File: src/verilog/wdt_pkg.sv
// constants for the io port watchdog timer
package wdt_pkg;
  localparam logic [15:0] WDT_PORT_ADDR = 16'h0443;
  localparam logic [5:0] INTERVAL_MIN = 6'h01;
  localparam logic [5:0] INTERVAL_MAX = 6'h3F;
  localparam int CLK_HZ = 100000000;
  localparam int TICK_SEC = 1;
  localparam int TICK_CYCLES = CLK_HZ * TICK_SEC;
  localparam logic [5:0] COUNT_RESET = 6'h00;
  localparam logic ARMED_RESET = 1'b0;
  localparam int RST_PULSE_CYCLES = 16;
endpackage
File: src/verilog/io_port_watchdog_timer.sv
// io port watchdog timer: byte port arms, refreshes and disables a seconds countdown
`timescale 1ns/100ps
`default_nettype none
module io_port_watchdog_timer
  import wdt_pkg::*;
#(
  parameter int TICK_PERIOD = TICK_CYCLES,
  parameter bit USE_IRQ = 1'b0,
  parameter bit ZERO_DISABLES = 1'b1
) (
  input wire logic clk_sys,
  input wire logic resetn,
  input wire logic [15:0] io_addr,
  input wire logic [7:0] io_wdata,
  input wire logic io_wr,
  input wire logic io_rd,
  output logic [7:0] io_rdata,
  output logic cpu_reset,
  output logic wdt_irq,
  output logic armed
);
  import wdt_pkg::*;

  logic hit_wr, hit_rd, tick;
  logic [5:0] count_q, count_d;
  logic armed_q, armed_d;
  logic [7:0] rdata_q, rdata_d;
  logic irq_q, irq_d;
  logic [4:0] rst_cnt_q, rst_cnt_d;
  logic rst_q, rst_d;
  logic expire;

  function automatic logic port_hit(input logic [15:0] a);
    port_hit = (a == WDT_PORT_ADDR);
  endfunction

  assign hit_wr = io_wr && port_hit(io_addr);
  assign hit_rd = io_rd && port_hit(io_addr);
  assign expire = armed_q && tick && (count_q == INTERVAL_MIN);

  // tick phase restarts on every port write so the first second is whole
  sec_tick #(.PERIOD(TICK_PERIOD)) u_tick (
    .clk_sys(clk_sys),
    .resetn(resetn),
    .restart(hit_wr),
    .tick(tick)
  );

  always_comb begin
    count_d = count_q;
    armed_d = armed_q;
    rdata_d = rdata_q;
    irq_d = irq_q;
    rst_cnt_d = rst_cnt_q;
    rst_d = 1'b0;
    if (hit_rd) begin
      armed_d = 1'b0;
      rdata_d = {2'b00, count_q};
    end else if (hit_wr) begin
      count_d = io_wdata[5:0];
      armed_d = 1'b1;
      // a flag raised in the same cycle as the clearing write stays up
      irq_d = expire && USE_IRQ;
      if (io_wdata[5:0] == 6'h00 && ZERO_DISABLES) begin
        armed_d = 1'b0;
      end else if (io_wdata[5:0] == 6'h00) begin
        count_d = INTERVAL_MIN;
      end
    end else if (expire) begin
      armed_d = 1'b0;
      if (USE_IRQ) begin
        irq_d = 1'b1;
      end else begin
        rst_cnt_d = 5'(RST_PULSE_CYCLES);
      end
    end else if (armed_q && tick) begin
      count_d = count_q - 6'h01;
    end
    if (rst_cnt_q != 5'h00) begin
      rst_cnt_d = rst_cnt_q - 5'h01;
      rst_d = 1'b1;
    end
  end

  always_ff @(posedge clk_sys or negedge resetn) begin
    if (!resetn) begin
      count_q <= COUNT_RESET;
      armed_q <= ARMED_RESET;
      rdata_q <= 8'h00;
      irq_q <= 1'b0;
      rst_cnt_q <= 5'h00;
      rst_q <= 1'b0;
    end else begin
      count_q <= count_d;
      armed_q <= armed_d;
      rdata_q <= rdata_d;
      irq_q <= irq_d;
      rst_cnt_q <= rst_cnt_d;
      rst_q <= rst_d;
    end
  end

  assign io_rdata = rdata_q;
  assign cpu_reset = rst_q;
  assign wdt_irq = irq_q;
  assign armed = armed_q;

  // pulse width helper, read by the checks below only
  logic [4:0] pw_q, pw_d;
  always_comb begin
    pw_d = 5'h00;
    if (rst_q) begin
      pw_d = pw_q + 5'h01;
    end
  end

  always_ff @(posedge clk_sys or negedge resetn) begin
    if (!resetn) begin
      pw_q <= 5'h00;
    end else begin
      pw_q <= pw_d;
    end
  end

  // port decode, arming and disarming
  a_read_disables: assert property (@(posedge clk_sys) disable iff (!resetn)
    hit_rd |=> !armed_q)
    else $error("read did not disable");

  a_write_arms: assert property (@(posedge clk_sys) disable iff (!resetn)
    (hit_wr && !io_rd && io_wdata[5:0] != 6'h00) |=> armed_q && count_q == $past(io_wdata[5:0]))
    else $error("write did not arm");

  a_other_addr: assert property (@(posedge clk_sys) disable iff (!resetn)
    (io_addr != WDT_PORT_ADDR && !armed_q) |=> !armed_q)
    else $error("foreign address armed timer");

  a_armed_hold: assert property (@(posedge clk_sys) disable iff (!resetn)
    (armed_q && !hit_rd && !hit_wr && !expire) |=> armed_q)
    else $error("timer dropped without cause");

  a_tick_restart: assert property (@(posedge clk_sys) disable iff (!resetn)
    hit_wr |=> !tick)
    else $error("write did not restart second phase");

  // read data
  a_rdata_value: assert property (@(posedge clk_sys) disable iff (!resetn)
    hit_rd |=> io_rdata == {2'b00, $past(count_q)})
    else $error("read data not remaining count");

  a_rdata_hold: assert property (@(posedge clk_sys) disable iff (!resetn)
    !hit_rd |=> io_rdata == $past(io_rdata))
    else $error("read data changed without read");

  // counting down
  a_count_step: assert property (@(posedge clk_sys) disable iff (!resetn)
    (armed_q && tick && count_q > INTERVAL_MIN && !io_wr && !io_rd)
      |=> count_q == $past(count_q) - 6'h01)
    else $error("count did not step");

  a_range_held: assert property (@(posedge clk_sys) disable iff (!resetn)
    armed_q |-> count_q >= INTERVAL_MIN)
    else $error("armed with zero count");

  a_zero_write: assert property (@(posedge clk_sys) disable iff (!resetn)
    (hit_wr && !io_rd && io_wdata[5:0] == 6'h00 && ZERO_DISABLES) |=> !armed_q)
    else $error("zero write armed timer");

  a_zero_as_one: assert property (@(posedge clk_sys) disable iff (!resetn)
    (hit_wr && !io_rd && io_wdata[5:0] == 6'h00 && !ZERO_DISABLES)
      |=> armed_q && count_q == INTERVAL_MIN)
    else $error("zero write not taken as one");

  // expiry actions
  a_expire_disarms: assert property (@(posedge clk_sys) disable iff (!resetn)
    (expire && !hit_wr) |=> !armed_q)
    else $error("still armed after expiry");

  a_expiry_reset: assert property (@(posedge clk_sys) disable iff (!resetn)
    (expire && !hit_wr && !hit_rd && !USE_IRQ) |=> ##1 cpu_reset)
    else $error("no reset on expiry");

  a_rst_start: assert property (@(posedge clk_sys) disable iff (!resetn)
    $rose(cpu_reset) |-> $past(expire, 2))
    else $error("reset pulse without expiry");

  a_pulse_width: assert property (@(posedge clk_sys) disable iff (!resetn)
    pw_q <= 5'(RST_PULSE_CYCLES))
    else $error("reset pulse too long");

  a_pulse_full: assert property (@(posedge clk_sys) disable iff (!resetn)
    $fell(cpu_reset) |-> pw_q == 5'(RST_PULSE_CYCLES))
    else $error("reset pulse cut short");

  a_disarmed_quiet: assert property (@(posedge clk_sys) disable iff (!resetn)
    (!armed_q && rst_cnt_q == 5'h00) |=> !rst_q)
    else $error("reset while disarmed");

  // interrupt flag: set on expiry, held until a port write
  a_expiry_irq: assert property (@(posedge clk_sys) disable iff (!resetn)
    (expire && !hit_wr && !hit_rd && USE_IRQ) |=> wdt_irq)
    else $error("no irq on expiry");

  a_irq_hold: assert property (@(posedge clk_sys) disable iff (!resetn)
    (wdt_irq && !hit_wr) |=> wdt_irq)
    else $error("irq dropped without write");

  a_irq_clear: assert property (@(posedge clk_sys) disable iff (!resetn)
    (hit_wr && !io_rd && !expire) |=> !wdt_irq)
    else $error("write did not clear irq");
endmodule
`default_nettype wire

File: src/verilog/sec_tick.sv
// one-second tick generator, restartable
`timescale 1ns/100ps
`default_nettype none
module sec_tick #(
  parameter int PERIOD = 100000000
) (
  input wire logic clk_sys,
  input wire logic resetn,
  input wire logic restart,
  output logic tick
);
  logic [31:0] cnt_q, cnt_d;
  logic tick_q, tick_d;
  assign tick = tick_q;
  always_comb begin
    cnt_d = cnt_q + 32'h1;
    tick_d = 1'b0;
    if (restart) begin
      cnt_d = 32'h0;
    end else if (cnt_q == 32'(PERIOD - 1)) begin
      cnt_d = 32'h0;
      tick_d = 1'b1;
    end
  end
  always_ff @(posedge clk_sys or negedge resetn) begin
    if (!resetn) begin
      cnt_q <= 32'h0;
      tick_q <= 1'b0;
    end else begin
      cnt_q <= cnt_d;
      tick_q <= tick_d;
    end
  end
endmodule
`default_nettype wire

File: config.mk
export PLATFORM = sky130hd
export DESIGN_NAME = io_port_watchdog_timer
export DESIGN_NICKNAME = d
export VERILOG_FILES = /design/src/verilog/wdt_pkg.sv /design/src/verilog/io_port_watchdog_timer.sv /design/src/verilog/sec_tick.sv
export SDC_FILE = /design/constraint.sdc
export NUM_CORES = 1
export LEC_CHECK = 0
export BUFFER_PORTS_ARGS = -buffer_cell sky130_fd_sc_hd__buf_2
export CELL_PAD_IN_SITES_DETAIL_PLACEMENT = 0
export CELL_PAD_IN_SITES_GLOBAL_PLACEMENT = 1
export CORE_MARGIN = 4
export CORE_UTILIZATION = 38
export CTS_CLUSTER_SIZE = 30
export DETAILED_ROUTE_END_ITERATION = 8
export HOLD_SLACK_MARGIN = 0.15
export PLACE_DENSITY_LB_ADDON = 0.1
export SYNTH_ARGS = -nofsm -noshare
export SYNTH_HDL_FRONTEND = slang
export SYNTH_SLANG_ARGS = --single-unit
File: constraint.sdc
create_clock -name clk_sys -period 2 [get_ports clk_sys]
set_clock_uncertainty 0.1 [all_clocks]
set_input_delay 0.1 -clock clk_sys [delete_from_list [all_inputs] [get_ports clk_sys]]
set_output_delay 0.1 -clock clk_sys [all_outputs]
set_load 0.01 [all_outputs]
-- Yosys cells after proc, flatten, opt, wreduce, memory -nomap -nowiden
Index checks and enable logic that the tools add are counted.
- reduce and logical (&&, ||, !) cells: 11
- bitwise operators: 1
- $add $sub $neg: 3
- mux-type cells: 16
- equality and inequality tests: 6
- operators by type and width (kind ; count):
    2-to-1 mux 32 bit ; 2
    adder 32 x 1 -> 32 bit, second input constant ; 1
    equality test 32 x 27 -> 1 bit, second input constant ; 1
    2-to-1 mux 5 bit ; 4
    2-to-1 mux 6 bit ; 3
    equality test 16 x 11 -> 1 bit, second input constant ; 1
    2-to-1 mux 1 bit ; 7
    equality test 6 x 1 -> 1 bit, second input constant ; 1
    zero test 6 bit ; 1
    AND reduction 3 bit ; 2
    subtractor 6 x 1 -> 6 bit, second input constant ; 1
    nonzero test 5 bit ; 1
    subtractor 5 x 1 -> 5 bit, second input constant ; 1
    logical AND 1 bit ; 4
    != test 2 x 1 -> 1 bit, second input constant ; 2
    nonzero test 2 bit ; 2
    nonzero test 3 bit ; 1
    != test 2 bit, second input constant ; 1
    inverter 1 bit ; 1
- output and inout bits: 11
- register bits after elaboration: 52
- bits of input ports: 28
- logic and storage cells: 44

-- Depth between registers and ports, before layout
- word-level depth: 6
- gate-level depth with buffers: 7
- depth with buffers taken out: 7

-- Hierarchy
From an unflattened synthesis, not the netlist that was laid out.
- cells, all modules: 321
- area total of the unflattened synthesis: 3081.7 µm²
- by module, submodules not included (module ; area each (µm²) ; instances ; cells an instance ; sequential area each (µm²)):
    sec_tick ; 1851.8 ; 1 ; 196 ; 825.8
    io_port_watchdog_timer ; 1229.9 ; 1 ; 125 ; 475.5

-- Least setup slack after synthesis
No wires, ideal clock.
- path type: register to register
- start: reg u_tick.cnt_q[14]
- end: reg u_tick.cnt_q[29]
- arrival time: 1864 ps
- required time: 1823 ps
- path slack: -41 ps
- cell stages (with the launch flop): 6
- clock period less this slack: 2041 ps
- setup time: 77 ps
- buffers on the path: 0
- path through: dfrtp_1 > nand4_1 > or4_1 > or3_1 > or3_1 > a21oi_1
- longest elaborated chain between the ends: 3
- elaborated cells on any way between the ends: 4
- those cells by class: add/sub (1); eq/ne (1); mux (2)
- ends and longest elaborated chain (what ; line ; source):
    start, declared ; sec_tick.sv:12 ; logic [31:0] cnt_q, cnt_d;
    start signal, assigned ; sec_tick.sv:30 ; cnt_q <= cnt_d;
    adder 32 x 1 -> 32 bit or equality test 32 x 27 -> 1 bit (tied branches) ; sec_tick.sv:16, sec_tick.sv:20 ;
    2-to-1 mux 32 bit * ; sec_tick.sv:20 ; end else if (cnt_q == 32'(PERIOD - 1)) begin
    2-to-1 mux 32 bit * ; sec_tick.sv:18 ; if (restart) begin
    net u_tick.cnt_d[29] ; sec_tick.sv:12 ;
The timed path passes the listed nets; every way through them passes the cells marked *.
A chain may end at the register's enable or synchronous reset.

-- Worst setup path after layout
- start: reg u_tick.cnt_q[0]
- end: reg u_tick.cnt_q[13]
The elaborated chain is that of the path after synthesis.

==> results.json <==
{
  "min_period_ns": 2.089,
  "swShare_pct": 23.38,
  "areaGrowthSynthToFinish_pct": 36.91,
  "status": "finished with violations",
  "place_congestion": 0.8533,
  "clockRootBuffer": "clkbuf_8",
  "wl_per_cell_um": 14.52,
  "n_antenna_cell": 0,
  "path_class": "register to register",
  "final_common_cell": "buf_4",
  "ys.flop_type": "dfrtp_1",
  "drv_cap": 0,
  "synth_edf_count": 0,
  "syn_area_per_cell_um2": 9.378,
  "timing.hold.ws_ns": 0.2352,
  "synth-compound-area-share_pct": 8.232,
  "dpl_cell_area_mm2": 0.003374,
  "die_h_um": 93.32,
  "synth-seq-cells": 52,
  "cts_buffers": 5,
  "synthAdderAreaFrac_pct": 1.809,
  "fin_crit_sh_pct": 104.5,
  "pwr-share-clk_pct": 37.8,
  "grt_max_degree": 31,
  "route.detailed.drc": 0,
  "routed-via-count": 2437,
  "start_util_pct": 39.84,
  "r2r-end": "u_tick.cnt_q[13]",
  "drive_gt1_share_pct": 32.99,
  "crit_path_top_delay_cell": "dfrtp_1",
  "power_frac_comb_pct": 7.5,
  "hp-class": "input pin to asynchronous set/reset pin",
  "synth-simple-area-share_pct": 27.63,
  "p_int_w": 0.001571,
  "place.port_buffers": 33,
  "grt_pass1_vias": 2498,
  "critPathArrivalTime_ns": 2.19,
  "setup_viol": 30,
  "die_area_mm2": 0.008709,
  "cts.htree.levels": 2,
  "vias_per_cell": 4.973,
  "peakVddDrop_mv": 0.3500,
  "worst_pin_slew_ns": 0.6145,
  "place_ws_ns": -0.1860,
  "grt-ovfl-total": 0,
  "cts_tree": "yes",
  "slew_violations": 0,
  "p_switching_w": 0.0004795,
  "dr.pass1.iters": 4,
  "post-route-util_pct": 54.54,
  "seq_power_share_pct": 54.7,
  "finalNetCount": 425,
  "path_cells": "ha_2, and4_4, nand4_1, nor4_2, buf_4, or2_4, clkbuf_16, nor2_1",
  "dp_hpwl_um": 4905,
  "crit_fanout": 8,
  "yosysWarningCount": 0,
  "tns_ns": -1.855,
  "design.core.area_mm2": 0.006944,
  "rsz0062_at_grt": "yes",
  "grt_pass1_wl_um": 11810,
  "crit_path_end_kind": "register",
  "ys_types": 47,
  "clkTransAtPathRegs_ns": 0.10,
  "netlist_instances": 295,
  "grt_usage_pct": 16.73,
  "most-common-layout-cells": "buf_4 (53), dfrtp_1 (52), nor2_1 (34), buf_2 (33), nand2_1 (27)",
  "ys_seq_area_share_pct": 47.04,
  "yosys.area_share.xor_xnor_pct": 9.498,
  "insertion_delay_ns": 0.30,
  "synthMuxAreaShare_pct": 1.583,
  "synth_async_sr_flop_share_pct": 100.0,
  "start_kind": "register",
  "ant_nets": 0,
  "drtIter0Drc": 68,
  "p_leak_nw": 1.742,
  "fin_ws_ns": -0.08928,
  "max_stage_delay_ns": 0.37,
  "synth_area_mm2": 0.002766,
  "regToRegSetupSlack_ns": -0.09,
  "antenna_found_initial": 0,
  "hold_viol_final": 0,
  "synth_top_family_by_area": "simple AND/OR/NAND/NOR gates",
  "io_pins": 39,
  "die_w_um": 93.32,
  "cp.required_ns": 2.10,
  "clockBufferDepth": 2,
  "routed_wl_um": 7116,
  "max_freq_ghz": 0.4786,
  "rr_worst_depth": 8,
  "max-slew-margin-rel_pct": 59.04,
  "reg2reg_from": "u_tick.cnt_q[0]",
  "failed_checks": "setup timing",
  "stdcell_area_mm2": 0.003787,
  "rows": 30,
  "cts_sinks": 52,
  "powerDensity_mw_per_mm2": 541.4,
  "crit_path_start": "u_tick.cnt_q[0]",
  "crit_end": "u_tick.cnt_q[13]"
}
==> critical path, delay by kind of cell, from the launching register on <==
| family | cells | cell delay (ns) |
|---|---|---|
| buffers and inverters | 2 | 0.37 |
| AND/OR/NAND/NOR | 5 | 0.98 |
| flip-flops | 1 | 0.37 |
| adder cells (fa/ha/maj) | 1 | 0.18 |
==> Yosys cell counts (2+ instances only) <==
cell	n	share of area, %
xnor2_1	9	2.8
nor3b_1	2	0.54
dfrtp_1	52	47
xor2_1	21	6.6
o22ai_1	2	0.45
or3_1	2	0.45
and4_1	2	0.63
ha_1	4	1.8
inv_1	13	1.8
a21oi_1	8	1.4
a211oi_1	3	0.81
clkbuf_1	3	0.41
or2_2	2	0.45
nand2_1	27	3.7
nor2_1	47	6.4
o21ai_1	2	0.36
nand3_1	19	3.4
nor2b_1	2	0.45
mux2_2	3	1.2
nor4_2	2	0.90
nor4_1	8	1.8
nand4_1	12	2.7
or4_1	5	1.4
o21ai_0	10	1.8
buf_4	7	1.9
nor3_1	3	0.54
and3_1	3	0.68
and2_1	3	0.68
==> worst min-delay path by stage <==
stage,start,end,slack [ns],depth (start not counted)
CTS,resetn,u_tick.cnt_q[16],0.25,2
floorplan,resetn,armed,-0.30,0
detailed placement,resetn,u_tick.cnt_q[15],0.05,1
global route,resetn,u_tick.cnt_q[16],0.28,2
finish,resetn,u_tick.cnt_q[15],0.24,2
global placement,resetn,u_tick.cnt_q[16],0.05,1
==> power by group through the flow <==
stage                     Combinational (W)  Clock, W  Sequential, W
after floorplan                   0.0000539         0        0.00114
after global placement             0.000128         0        0.00114
after detailed placement           0.000130         0        0.00114
after CTS                          0.000144  0.000809        0.00112
after global routing               0.000177  0.000851        0.00113
final                              0.000155  0.000775        0.00112
==> through the flow <==
| step | total power [W] | std cells |
|---|---|---|
| after floorplan | 0.001189 | 297 |
| after global placement | 0.001266 | 463 |
| after detailed placement | 0.001268 | 463 |
| after CTS | 0.002071 | 486 |
| after global routing | 0.002153 | 490 |
| final | 0.002050 | 490 |
==> cell families (layout without fill, tap and decap cells) <==
kind of cell / after synthesis / after routing
AND/OR/NAND/NOR: 146 / 146
flip-flops: 52 / 52
AO/OA/AOI/OAI: 35 / 35
XOR/XNOR: 30 / 30
buffers and inverters: 23 / 120
adder cells (fa/ha/maj): 4 / 4
multiplexers: 4 / 4
other: 1 / 3
==> timing repair <==
action | 4_1_cts | 5_1_grt
hold buffers | 9 | 0
endpoints found under the setup margin | 31 | 37
buffers inserted | 6 | 2
gates resized for setup | 2 | 28
gates cloned | 0 | 2
pin swaps | 2 | 12
endpoints found under the hold margin | 61 | 0
==> layer usage <==
| metal | wire (um) | global-route usage (%) |
|---|---|---|
| met2 | 3337 | 26.80 |
| met1 | 3463 | 23.50 |
| met5 | 0 | 0 |
| met3 | 244 | 2.816 |
| met4 | 72 | 4.151 |
==> layout make-up <==
type / instances / area, um2
inverter: 13 / 48.80
clock inverter: 2 / 38.79
tap: 96 / 120.1
clock buffer: 6 / 82.58
fill: 641 / 3157
timing repair buffer: 99 / 733.2
sequential: 52 / 1301
multi-input combinational: 222 / 1463
==> state kept, by name, summed over array words and instances (netlist names) <==
signal	cells
armed	1
io_rdata	6
count_q	6
u_tick.tick	1
cpu_reset	1
rst_cnt_q	5
u_tick.cnt_q	32
No activity file was read; power rests on OpenSTA's default activity.
